## config.mk

```make
export PLATFORM = sky130hd
export DESIGN_NAME = spi_slave_port
export DESIGN_NICKNAME = d
export VERILOG_FILES = /design/src/include/spi_slave_pkg.sv /design/src/design/spi_slave_port.sv /design/src/design/spi_pin_sync.sv
export SDC_FILE = /design/constraint.sdc
export NUM_CORES = 1
export LEC_CHECK = 0
export BUFFER_PORTS_ARGS = -buffer_cell sky130_fd_sc_hd__buf_2
export CAP_MARGIN = 10
export CORE_MARGIN = 2
export CORE_UTILIZATION = 45
export DETAILED_ROUTE_END_ITERATION = 7
export GPL_TIMING_DRIVEN = 0
export PLACE_DENSITY = 0.83
export SETUP_SLACK_MARGIN = 0.4
export SYNTH_ARGS = -nofsm -noshare
export SYNTH_HDL_FRONTEND = slang
export SYNTH_SLANG_ARGS = --single-unit
```

## constraint.sdc

```tcl
create_clock -name clock -period 2 [get_ports clock]
set_input_delay 0.2 -clock clock [delete_from_list [all_inputs] [get_ports clock]]
set_output_delay 0.2 -clock clock [all_outputs]
set_load 0.005 [all_outputs]
```

## src/include/spi_slave_pkg.sv

```systemverilog
// constants and types shared by the serial slave port
package spi_slave_pkg;
  localparam logic [3:0] MODE_SLAVE_SS   = 4'h4;  // slave, select pin on
  localparam logic [3:0] MODE_SLAVE_NOSS = 4'h5;  // slave, select ignored
  localparam int         BITS_PER_BYTE   = 8;
  localparam logic [2:0] BIT_CNT_RESET   = 3'h0;
  localparam logic [7:0] BYTE_RESET      = 8'h00;
  localparam int         SYNC_STAGES     = 2;
  // serial edge decode, held one-hot
  typedef enum logic [2:0] {
    EDGE_NONE  = 3'b001,
    EDGE_LEAD  = 3'b010,
    EDGE_TRAIL = 3'b100
  } edge_e;
endpackage

```

## src/design/spi_slave_port.sv

```systemverilog
// slave side of the synchronous serial port
// What this block does
// - shift only on master clock edges; flag once the last bit latched
// - keeps shifting during sleep; after eight bits flags and wakes
// - daisy chain: second byte out equals first byte in
// - overwrite enable accepts buffer write though transfer busy
// - mode 0100 selects slave with select pin control
// - select low with control on enables transfer and drives output
// - select high releases output at once, even mid byte
// - bit counter cleared on select high or port disable
// - full byte moves to buffer, sets full and flag; read clears full
// - write during transfer ignored, sets collision unless overwrite
// - msb first; buffer write loads shift register directly
module spi_slave_port
  import spi_slave_pkg::*;
(
  input  wire logic       clock,
  input  wire logic       rstn,
  input  wire logic       serClk,
  input  wire logic       selectN,
  input  wire logic       serDataIn,
  output logic            serDataOut,
  output logic            serDataOe,
  input  wire logic       port_enable,
  input  wire logic [3:0] portMode,
  input  wire logic       clk_idle_polarity,
  input  wire logic       clkEdgeSelect,
  input  wire logic       input_sample_phase,
  input  wire logic       buf_overwrite_en,
  input  wire logic       irqEnable,
  input  wire logic       coreSleep,
  input  wire logic       bufWrite,
  input  wire logic [7:0] bufWriteData,
  input  wire logic       bufRead,
  output logic      [7:0] data_buffer,
  output logic            buffer_full,
  output logic            write_collision,
  input  wire logic       collisionClear,
  output logic            xfer_done_irq_flag,
  input  wire logic       irqFlagClear,
  output logic            wakeRequest,
  output logic            transferActive
);
  ////////////////////////////////////////////////////////////////////////
  // pin sampling
  logic [2:0] pinSync;
  logic       sckS, ssnS, sdiS, sckPrev_reg;

  // clock folded to idle-low and select inverted, so the all-zero reset
  // state of the synchroniser matches idle pins: no false edge or select
  spi_pin_sync #(.WIDTH(3)) pinSyncInst (
    .clock   (clock),
    .rstn    (rstn),
    .pinIn   ({serClk ^ clk_idle_polarity, !selectN, serDataIn}),
    .pinSync (pinSync)
  );
  assign sckS = pinSync[2];  // high while clock is away from idle
  assign ssnS = !pinSync[1];
  assign sdiS = pinSync[0];

  ////////////////////////////////////////////////////////////////////////
  // mode and framing decode
  logic slaveSs, slaveNoSs, slaveRole, selected, frameReset;
  assign slaveSs   = port_enable && (portMode == MODE_SLAVE_SS);
  assign slaveNoSs = port_enable && (portMode == MODE_SLAVE_NOSS);
  assign slaveRole = slaveSs || slaveNoSs;
  // no select control: always selected
  assign selected  = slaveNoSs || (slaveSs && !ssnS);
  assign frameReset = !port_enable || (slaveSs && ssnS);

  ////////////////////////////////////////////////////////////////////////
  // serial clock edge detection; idle level follows polarity
  logic   sckRise, sckFall, leadEdge, trailEdge;
  edge_e  edgeKind;
  assign sckRise = sckS && !sckPrev_reg;
  assign sckFall = !sckS && sckPrev_reg;
  // leading edge leaves idle level; polarity already folded in
  assign leadEdge  = sckRise;
  assign trailEdge = sckFall;
  assign edgeKind  = leadEdge ? EDGE_LEAD :
                     (trailEdge ? EDGE_TRAIL : EDGE_NONE);

  // edge select set: output moves on trailing edge, input sampled on
  // leading; cleared: output moves on leading, input sampled on trailing
  logic sampleEdge, shiftEdge;
  assign sampleEdge = selected &&
    (clkEdgeSelect ? (edgeKind == EDGE_LEAD) : (edgeKind == EDGE_TRAIL));
  assign shiftEdge  = selected &&
    (clkEdgeSelect ? (edgeKind == EDGE_TRAIL) : (edgeKind == EDGE_LEAD));

  ////////////////////////////////////////////////////////////////////////
  // shift register and bit counter
  logic [7:0] shift_reg, shiftNext;
  logic [2:0] bitCnt_reg, bitCntNext;
  logic       outBit_reg, outBitNext;
  logic       byteDone, writeAccept, busy;

  assign busy     = selected && (bitCnt_reg != BIT_CNT_RESET);
  assign byteDone = sampleEdge && (bitCnt_reg == 3'(BITS_PER_BYTE - 1));
  // write blocked mid transfer unless overwrite on
  assign writeAccept = bufWrite && !write_collision &&
                       (!busy || buf_overwrite_en);

  // msb first in and out
  assign shiftNext  = writeAccept ? bufWriteData :
                      (sampleEdge ? {shift_reg[6:0], sdiS} : shift_reg);
  assign bitCntNext = frameReset ? BIT_CNT_RESET :
                      (sampleEdge ? bitCnt_reg + 3'h1 : bitCnt_reg);
  // buffer write puts msb at output at once
  assign outBitNext = writeAccept ? bufWriteData[7] :
                      (shiftEdge ? shift_reg[7] : outBit_reg);

  // the link logic runs off sampled pins even during core sleep
  // sleep gates nothing, so a frame in flight carries on intact
  always_ff @(posedge clock or negedge rstn) begin
    if (!rstn) begin
      sckPrev_reg <= 1'b0;
      shift_reg   <= BYTE_RESET;
      bitCnt_reg  <= BIT_CNT_RESET;
      outBit_reg  <= 1'b0;
    end else begin
      sckPrev_reg <= sckS;
      shift_reg   <= shiftNext;
      bitCnt_reg  <= bitCntNext;
      outBit_reg  <= outBitNext;
    end
  end

  // output driven only while selected
  assign serDataOut     = outBit_reg;
  assign serDataOe      = slaveRole && selected;
  assign transferActive = busy;

  ////////////////////////////////////////////////////////////////////////
  // buffer, status flags; set wins over clear
  logic [7:0] bufNext;
  logic       fullNext, colNext, flagNext, collide;
  assign collide  = bufWrite && !writeAccept;
  assign bufNext  = byteDone ? {shift_reg[6:0], sdiS} :
                    (writeAccept ? bufWriteData : data_buffer);
  assign fullNext = byteDone || (buffer_full && !bufRead);
  assign colNext  = collide || (write_collision && !collisionClear);
  assign flagNext = byteDone || (xfer_done_irq_flag && !irqFlagClear);

  // byteDone is formed from synchronised pins on this clock
  always_ff @(posedge clock or negedge rstn) begin
    if (!rstn) begin
      data_buffer        <= BYTE_RESET;
      buffer_full        <= 1'b0;
      write_collision    <= 1'b0;
      xfer_done_irq_flag <= 1'b0;
    end else begin
      data_buffer        <= bufNext;
      buffer_full        <= fullNext;
      write_collision    <= colNext;
      xfer_done_irq_flag <= flagNext;
    end
  end

  // wake while sleeping on enabled flag
  assign wakeRequest = coreSleep && irqEnable && xfer_done_irq_flag;
endmodule

```

## src/design/spi_pin_sync.sv

```systemverilog
// two flip-flop synchroniser for a group of external pins
module spi_pin_sync
  import spi_slave_pkg::*;
#(
  parameter int WIDTH = 3
) (
  input  wire logic             clock,
  input  wire logic             rstn,
  input  wire logic [WIDTH-1:0] pinIn,
  output logic      [WIDTH-1:0] pinSync
);
  logic [WIDTH-1:0] stage1_reg;

  // refuse an empty pin group at elaboration
  if (WIDTH < 1) begin : gBadWidth
    $error("spi_pin_sync: WIDTH must be positive");
  end

  // first stage feeds only the second
  always_ff @(posedge clock or negedge rstn) begin
    if (!rstn) begin
      stage1_reg <= '0;
      pinSync    <= '0;
    end else begin
      stage1_reg <= pinIn;
      pinSync    <= stage1_reg;
    end
  end
endmodule

```

==> results of run 1 <==
## worst reg2reg max path: stages, from the launching register on
cell      delay, ns
dfrtp_1        0.41
or3b_4         0.40
a211oi_4       0.32
buf_6          0.16
buf_6          0.11
mux2i_1        0.21
o21ai_1        0.08
## timing repair
item	4_1_cts	5_1_grt
hold buffers	2	0
gates resized for setup	7	21
pin swaps	3	5
setup buffers	8	2
cloned	0	2
endpoints found under the hold margin	31	0
endpoints found under the setup margin	22	25
## cell type report
| cell class | instances | area share (%) |
|---|---|---|
| Sequential cell | 30 | 37.90 |
| Multi-Input combinational cell | 84 | 35.69 |
| Timing Repair Buffer | 55 | 16.55 |
| Buffer | 5 | 3.285 |
| Tap cell | 44 | 2.780 |
| Clock buffer | 7 | 2.274 |
| Inverter | 8 | 1.516 |
## worst max-delay path by stage
stage	startpoint	endpoint	slack, ns	depth (start not counted)
6_report	pinSyncInst.pinSync[2]$_DFF_PN0_	shift_reg[4]$_DFFE_PN0P_	0.20	6
5_1_grt	sckPrev_reg$_DFF_PN0_	shift_reg[4]$_DFFE_PN0P_	0.16	6
4_1_cts	pinSyncInst.pinSync[2]$_DFF_PN0_	shift_reg[1]$_DFFE_PN0P_	0.27	5
3_5_place_dp	portMode[1]	shift_reg[1]$_DFFE_PN0P_	0.1	7
3_3_place_gp	portMode[1]	data_buffer[4]$_DFFE_PN0P_	0.13	6
2_1_floorplan	pinSyncInst.pinSync[2]$_DFF_PN0_	shift_reg[5]$_DFFE_PN0P_	0.34	5
## Yosys cell counts
library cell | n | share of area [%]
mux2_2 | 1 | 0.78
buf_6 | 3 | 2.3
inv_1 | 8 | 2.1
or3b_1 | 2 | 1.2
o21ai_0 | 13 | 4.5
a31oi_1 | 5 | 2.2
a22o_1 | 2 | 1.2
nor4_4 | 1 | 1.5
o31ai_1 | 1 | 0.52
a21oi_1 | 1 | 0.35
o211ai_1 | 1 | 0.52
dfrtp_1 | 30 | 52
buf_8 | 1 | 1.0
nand2_4 | 2 | 1.6
or3b_2 | 1 | 0.61
mux2i_1 | 8 | 5.5
nand3b_1 | 2 | 1.0
nor3_1 | 2 | 0.69
a2111o_1 | 2 | 1.6
a31oi_2 | 3 | 2.6
nor2_1 | 10 | 2.6
o21ai_1 | 6 | 2.1
buf_4 | 1 | 0.52
a211oi_2 | 1 | 0.86
o41a_4 | 1 | 1.5
ha_1 | 3 | 2.6
o22ai_1 | 1 | 0.43
nand2_1 | 8 | 2.1
o21ai_2 | 3 | 1.8
and3_1 | 1 | 0.43
nor2b_1 | 2 | 0.86
xor2_1 | 1 | 0.61
## power breakdown
group	switching [mW]	leakage, nW	internal, mW
sequential	0.0575	0.373	0.685
clock	0.214	0.0254	0.132
combinational	0.157	0.521	0.153
total	0.428	0.920	0.970
## kinds of logic (layout without fill, tap and decap cells)
logic type | after synthesis | count (layout)
and+or+nand+nor | 31 | 31
adders and majority gates | 3 | 3
muxes | 9 | 9
DFF | 30 | 30
buffers and inverters | 13 | 75
AOI/OAI and AO/OA | 40 | 40
xor gates and xnor gates | 1 | 1
## layer usage
metal  routed length [um]  up-vias
li1                     -      579
met3                  148       10
met1                 1488      654
met2                 2077       32
met5                    0        -
met4                  119        0
==> flow_summary.yaml, run 1 <==
run_status:
  status: "finished, final reports clean"
synthesis:
  muxShareOfSynthArea_pct: 6.315
  syn_area_per_cell_um2: 11.39
  yosysSeqAreaShare_pct: 51.90
  synth.distinct_cells: 32
  synthXorXnorAreaFrac_pct: 0.6055
  synth_top_family_by_area: "compound AO/OA/AOI/OAI gates"
  syn_nets: 158
  postSynthCellCount: 127
  yosysWarnings: 0
  syn-cell-area_um2: 1446
  yosys.area_share.simple_pct: 12.54
  ys_ff_latch: 30
  synth-adder-area-share_pct: 2.595
  synth_compound_area_share_pct: 20.07
worst_setup_path:
  critPathKind: "flop to flop"
  regToRegSetupSlack_ns: 0.20
  critPathMostFrequentCell: "buf_6"
  worstPathArrival_ns: 2.04
  critPathMaxFanout: 4
  cp_top_family: "flip-flops"
  slowest_stage: "dfrtp_1"
  r2r-start: "pinSyncInst.pinSync[2]$_DFF_PN0_"
  cp.required_ns: 2.24
  cpPeakStageDelay_ns: 0.41
  r2r-end: "shift_reg[4]$_DFFE_PN0P_"
  path_cells: "or3b_4, a211oi_4, buf_6, buf_6, mux2i_1, o21ai_1"
  end_kind: "flop"
  crit_path_start_kind: "flop"
  crit_buf_inv: 2
  r2r_cells: 6
sta:
  worst_slack_ns: 0.1956
  finClkSkew_ns: 0.02529
  finalHoldViolations: 0
  finalMaxSlewViolations: 0
  tns_ns: 0
  min_period_ns: 1.804
  fin_hold_ws_ns: 0.005899
  max_slew_margin_pct: 54.91
  rsz0062_at_grt: "true"
  fmax_mhz: 554.2
  worstMarginPinSlew_ns: 0.6764
  setup_viol: 0
  fin_crit_sh_pct: 90.22
clocking:
  clk_pin_slew_ns: 0.11
  clk_latency_ns: 0.36
  clockBufferDepth: 2
  htreeDepth: 2
  cts_tree: "built"
  clkSinkCount: 30
  ctsRootBufferMaster: "clkbuf_4"
  numCtsBuffers: 5
final_layout:
  drive_gt1_share_pct: 46.56
  syn_to_final_growth_pct: 36.94
  final_util_pct: 64.88
  final_cell_mix: "buf_2, dfrtp_1, o21ai_1"
  final_common_cell: "buf_2"
  fill_cells: 240
  fin_nets: 220
  stdcell_count: 233
  multiInputGateArea_um2: 706.9
  register_area_um2: 750.7
  diodes: 0
  fin_area_um2: 1981
hold_path:
  whs_endpoint: "xfer_done_irq_flag$_DFF_PN0_"
  hold_class: "primary input to flop"
  whs_path_depth: 2
  hp-start: "irqFlagClear"
placement:
  place.gp.congestion: 0.8117
  dp_cells: 212
  port_buffers: 41
  dpl_cell_area_um2: 1707
  dp_hpwl_mm: 2.301
  pre_cts_ws_ns: 0.09706
route:
  antenna_left: 0
  vias_per_cell: 5.472
  firstDrtPassIters: 4
  vias: 1275
  dr.first_iter.drc_count: 34
  wirelength_mm: 3.833
  routedWlPerCell_um: 16.45
  post-route-drc-count: 0
power:
  p_leak_nw: 0.9200
  finalPower_mw: 1.398
  p_per_area_nw_per_um2: 705.7
  ir_drop_uv: 645.9
grt:
  grt_max_degree: 31
  met1_usage_pct: 24.03
  grtUsageTotal_pct: 21.46
  grt_overflow: 0
  grt_pass1_wl_mm: 5.630
  met2_usage_pct: 36.71
  gr-usage-met3_pct: 5.544
  busiest_layer: "met2"
  grt_pass1_vias: 1286
  grt_antenna_before_repair: 0
job:
  drv_cap: 0
die:
  die_area_um2: 3684
  start_util_pct: 47.38
  top_level_ports: 43
  die_y_um: 60.70
  coreArea_um2: 3053
  row_count: 20
  die_w_um: 60.70
(Power assumes the default switching activity.)
==> inputs of run 2 (changes only) <==
--- a/config.mk
+++ b/config.mk
@@ -6,12 +6,13 @@
 export NUM_CORES = 1
 export LEC_CHECK = 0
 export BUFFER_PORTS_ARGS = -buffer_cell sky130_fd_sc_hd__buf_2
-export CAP_MARGIN = 10
+export CAP_MARGIN = 20
 export CORE_MARGIN = 2
 export CORE_UTILIZATION = 45
 export DETAILED_ROUTE_END_ITERATION = 7
 export GPL_TIMING_DRIVEN = 0
-export PLACE_DENSITY = 0.83
+export PLACE_DENSITY_LB_ADDON = 0.3
+export RECOVER_POWER = 25
 export SETUP_SLACK_MARGIN = 0.4
 export SYNTH_ARGS = -nofsm -noshare
 export SYNTH_HDL_FRONTEND = slang
==> run 2 against run 1 <==
  * Utilization is 1.6 points higher
  * Worst setup slack gained 0.057 ns
  * Non-clock buffer count did not move
  * Final area rose by 2.4%
  * Clock power up 9.8%
  * Clock-buffer cell count did not move
  * Critical endpoint is now data_buffer[0]$_DFFE_PN0P_
  * Global-route usage increased by 1.0 points
  * Sequential power about the same
  * Register-to-register slack better by 0.06 ns
  * Fmax increased by 3.3%
  * Routed wire length fell by 7.8%
==> flow_summary.yaml, run 2 (synthesis results as in run 1) <==
run_status:
  status: "finished, final reports clean"
final_layout:
  drive_gt1_share_pct: 46.32
  final_cell_mix: "buf_2, dfrtp_1, o21ai_1"
  diodes: 0
  fin_nets: 220
  final_common_cell: "buf_2"
  fin_area_um2: 2028
  syn_to_final_growth_pct: 40.23
clocking:
  numCtsBuffers: 5
  cts_tree: "built"
  clkSinkCount: 30
  ctsRootBufferMaster: "clkbuf_4"
  clockBufferDepth: 2
  clk_latency_ns: 0.34
  htreeDepth: 2
  clk_pin_slew_ns: 0.09
worst_setup_path:
  regToRegSetupSlack_ns: 0.25
  critPathMaxFanout: 9
  end_kind: "flop"
  cp.required_ns: 2.21
  r2r-end: "data_buffer[0]$_DFFE_PN0P_"
  path_cells: "clkbuf_1, nand3b_1, a2111o_1, buf_6, nor2_1, a31oi_4"
  slowest_stage: "a2111o_1"
  cpPeakStageDelay_ns: 0.45
  worstPathArrival_ns: 1.96
  crit_path_start_kind: "flop"
  critPathKind: "flop to flop"
  r2r_cells: 6
  r2r-start: "pinSyncInst.pinSync[2]$_DFF_PN0_"
sta:
  finalMaxSlewViolations: 0
  min_period_ns: 1.747
  finalHoldViolations: 0
  fin_crit_sh_pct: 87.35
  max_slew_margin_pct: 47.70
  fmax_mhz: 572.4
  tns_ns: 0
  rsz0062_at_grt: "true"
  setup_viol: 0
  worstMarginPinSlew_ns: 0.7845
  finClkSkew_ns: 0.009510
route:
  dr.first_iter.drc_count: 68
  vias: 1236
  vias_per_cell: 5.282
  antenna_left: 0
  post-route-drc-count: 0
  firstDrtPassIters: 4
  routedWlPerCell_um: 15.11
  wirelength_mm: 3.535
placement:
  place.gp.congestion: 0.7964
  dpl_cell_area_um2: 1707
  port_buffers: 41
  dp_hpwl_mm: 2.180
grt:
  grt_antenna_before_repair: 0
  grt_pass1_wl_mm: 5.851
  grt_pass1_vias: 1251
  grtUsageTotal_pct: 22.50
  grt_overflow: 0
  grt_max_degree: 31
die:
  top_level_ports: 43
  die_w_um: 60.70
  start_util_pct: 47.38
  die_area_um2: 3684
  row_count: 20
  die_y_um: 60.70
  coreArea_um2: 3053
hold_path:
  hold_class: "primary input to flop"
  whs_path_depth: 2
  whs_endpoint: "xfer_done_irq_flag$_DFF_PN0_"
  hp-start: "irqFlagClear"
power:
  ir_drop_uv: 575.7
  p_leak_nw: 0.9313
  p_per_area_nw_per_um2: 716.0
job:
  drv_cap: 0
## run 2: routing by layer
metal  vias to the layer above  part of all wire, %  GRT usage (%)
met1                       586                   41          28.45
met2                        55                   50          36.25
li1                        583                    -              -
met5                         -                    0              0
met3                        12                  5.7          4.904
met4                         0                  2.5          11.80
## run 2: metrics by stage
step	total power [mW]	cells	utilization, %	setup WS (ns)	hold WS (ns)
global route	1.529	234	66.43	0.1259	0.02167
finish	1.452	234	66.43	0.2529	0.02303
CTS	1.430	231	64.14	0.3028	0.02558
floorplan	0.8826	127	-	0.3356	-0.09559
detailed placement	1.005	212	55.90	0.1298	0.2731
global placement	0.9880	212	55.90	0.1605	0.2658
## run 2: layout make-up
type / count / area, um2
buffer: 5 / 65.06
clock buffer: 7 / 55.05
clock inverter: 1 / 5.005
fill: 258 / 1025
inverter: 8 / 30.03
multi-input combinational: 84 / 745.7
sequential: 30 / 750.7
tap: 44 / 55.05
timing repair buffer: 55 / 321.6
## run 2: worst max path at each step
stage | from | to
after floorplan | pinSyncInst.pinSync[2]$_DFF_PN0_ | shift_reg[5]$_DFFE_PN0P_
after global placement | portMode[1] | data_buffer[4]$_DFFE_PN0P_
after detailed placement | portMode[1] | data_buffer[4]$_DFFE_PN0P_
after CTS | pinSyncInst.pinSync[2]$_DFF_PN0_ | data_buffer[2]$_DFFE_PN0P_
after global routing | pinSyncInst.pinSync[2]$_DFF_PN0_ | shift_reg[2]$_DFFE_PN0P_
final | pinSyncInst.pinSync[2]$_DFF_PN0_ | data_buffer[0]$_DFFE_PN0P_
## run 2: what timing repair did
item                       in CTS  in global routing
setup endpoints to repair      23                 24
buffers inserted                8                  3
hold buffers                    3                  0
resized for setup              17                 12
pin swaps                       4                  6
hold endpoints to repair       32                  0
## run 2: worst max-delay path, delay by kind of cell, from the launching register on
family / cells / cell delay [ns]
compound gates: 2 / 0.50
buf+inv: 2 / 0.36
flops: 1 / 0.38
simple gates: 2 / 0.39
## run 2: power by group
group,internal (mW),switching (mW)
Sequential,0.685,0.0583
Combinational,0.165,0.164
Clock,0.170,0.210
Total,1.02,0.433
==> inputs of run 3 (changes only) <==
--- a/config.mk
+++ b/config.mk
@@ -9,6 +9,7 @@
 export CAP_MARGIN = 20
 export CORE_MARGIN = 2
 export CORE_UTILIZATION = 45
+export CTS_BUF_LIST = sky130_fd_sc_hd__clkbuf_8
 export DETAILED_ROUTE_END_ITERATION = 7
 export GPL_TIMING_DRIVEN = 0
 export PLACE_DENSITY_LB_ADDON = 0.3
==> run 3 against run 2 <==
  * Combinational power fell by 3%
  * Clock-buffer cell count fell by 1
  * Routed wire length fell by 2.9%
  * Utilization fell by 1.0 points
  * Critical path depth did not move
  * Final cell count fell by 1.7%
  * Die area did not move
  * Clock power rose by 28%
  * Clock skew fell by 0.0038 ns
  * Highest routed layer unchanged
==> flow_summary.yaml, run 3 (synthesis results as in run 1) <==
sta:
  min_period_ns: 1.754
  rsz0062_at_grt: "true"
  worstMarginPinSlew_ns: 0.6731
  fmax_mhz: 570.2
  finalMaxSlewViolations: 0
  fin_crit_sh_pct: 87.68
  finClkSkew_ns: 0.005664
  finalHoldViolations: 0
  max_slew_margin_pct: 55.13
  tns_ns: 0
  setup_viol: 0
route:
  routedWlPerCell_um: 14.92
  dr.first_iter.drc_count: 40
  wirelength_mm: 3.432
  post-route-drc-count: 0
  vias_per_cell: 5.139
  firstDrtPassIters: 4
  antenna_left: 0
  vias: 1182
worst_setup_path:
  crit_path_start_kind: "flop"
  cpPeakStageDelay_ns: 0.46
  cp.required_ns: 2.19
  worstPathArrival_ns: 1.94
  critPathMaxFanout: 10
  path_cells: "clkbuf_1, nand3b_1, a2111o_1, buf_6, buf_12, a31oi_2"
  end_kind: "flop"
  critPathKind: "flop to flop"
  slowest_stage: "a2111o_1"
die:
  die_area_um2: 3684
  top_level_ports: 43
  coreArea_um2: 3053
  die_y_um: 60.70
  die_w_um: 60.70
  start_util_pct: 47.38
  row_count: 20
clocking:
  clkSinkCount: 30
  clockBufferDepth: 2
  numCtsBuffers: 5
  clk_pin_slew_ns: 0.06
  cts_tree: "built"
  ctsRootBufferMaster: "clkbuf_8"
  htreeDepth: 2
  clk_latency_ns: 0.28
grt:
  grt_max_degree: 31
  grt_pass1_vias: 1211
  grt_pass1_wl_mm: 5.733
  grt_antenna_before_repair: 0
  grtUsageTotal_pct: 22.06
  grt_overflow: 0
power:
  ir_drop_uv: 530.2
  p_leak_nw: 0.9174
  p_per_area_nw_per_um2: 775.3
final_layout:
  final_util_pct: 65.41
  final_common_cell: "buf_2"
  fill_cells: 265
  fin_nets: 216
  multiInputGateArea_um2: 723.2
  register_area_um2: 750.7
  diodes: 0
  drive_gt1_share_pct: 43.01
  syn_to_final_growth_pct: 38.06
  final_cell_mix: "buf_2, dfrtp_1, o21ai_1, inv_1"
job:
  drv_cap: 0
placement:
  port_buffers: 41
  place.gp.congestion: 0.7964
  dp_hpwl_mm: 2.180
hold_path:
  hold_class: "primary input to flop"
run_status:
  status: "finished, final reports clean"
-- run 3: power by group --
| part | internal, mW | total (mW) | switching (mW) | leakage, nW |
|---|---|---|---|---|
| combinational | 0.156 | 0.318 | 0.162 | 0.492 |
| sequential | 0.686 | 0.742 | 0.0559 | 0.373 |
| clock | 0.272 | 0.488 | 0.216 | 0.0524 |
-- run 3: worst paths after layout --
check                                               startpoint                                   to  slack [ns]  depth (start not counted)
max                           pinSyncInst.pinSync[2]$_DFF_PN0_           data_buffer[3]$_DFFE_PN0P_        0.25                          6
min in group asynchronous                                 rstn            bitCnt_reg[2]$_DFFE_PN0P_        0.50                          2
min reg2reg                pinSyncInst.stage1_reg[0]$_DFF_PN0_     pinSyncInst.pinSync[0]$_DFF_PN0_        0.35                          0
min                                                  serDataIn  pinSyncInst.stage1_reg[0]$_DFF_PN0_        0.03                          1
max in group asynchronous                                 rstn             shift_reg[2]$_DFFE_PN0P_        1.06                          2
max reg2reg                   pinSyncInst.pinSync[2]$_DFF_PN0_           data_buffer[3]$_DFFE_PN0P_        0.25                          6
-- run 3: worst max-delay path, delay by kind of cell, from the launching register on --
kind / cells / cell delay, ns
simple gates: 1 / 0.19
compound gates: 2 / 0.60
buf+inv: 3 / 0.52
flops: 1 / 0.36
-- run 3: area by class of cell --
class,count,share of cell area [%]
Sequential cell,30,37.59
Multi-Input combinational cell,84,36.22
Timing Repair Buffer,51,13.66
Clock buffer,6,4.135
Buffer,5,3.697
Tap cell,44,2.757
Inverter,8,1.504
Clock inverter,2,0.4386
-- run 3: metal layers --
| metal | vias up | wire length, um | track usage, % |
|---|---|---|---|
| li1 | 571 | - | - |
| met1 | 561 | 1447 | 28.22 |
| met2 | 40 | 1726 | 35.94 |
| met3 | 10 | 179 | 4.691 |
| met4 | 0 | 78 | 10.25 |
| met5 | - | 0 | 0 |
-- run 3: stage by stage --
stage / cell area [um2] / instances / setup WS (ns) / hold slack, ns / total power [mW]
floorplan: 1446 / 127 / 0.3356 / -0.09559 / 0.8826
finish: 1997 / 230 / 0.2464 / 0.02955 / 1.548
CTS: 1948 / 229 / 0.3003 / 0.02386 / 1.540
detailed placement: 1707 / 212 / 0.1298 / 0.2731 / 1.005
global placement: 1707 / 212 / 0.1605 / 0.2658 / 0.9880
global route: 1997 / 230 / 0.1549 / 0.02019 / 1.626
-- run 3: timing repair --
item / CTS / global route
pin swaps: 4 / 2
gates cloned: 0 / 0
endpoints found under the hold margin: 30 / 0
hold buffers: 1 / 0
gates resized for setup: 15 / 11
setup buffers: 8 / 1
endpoints found under the setup margin: 23 / 24
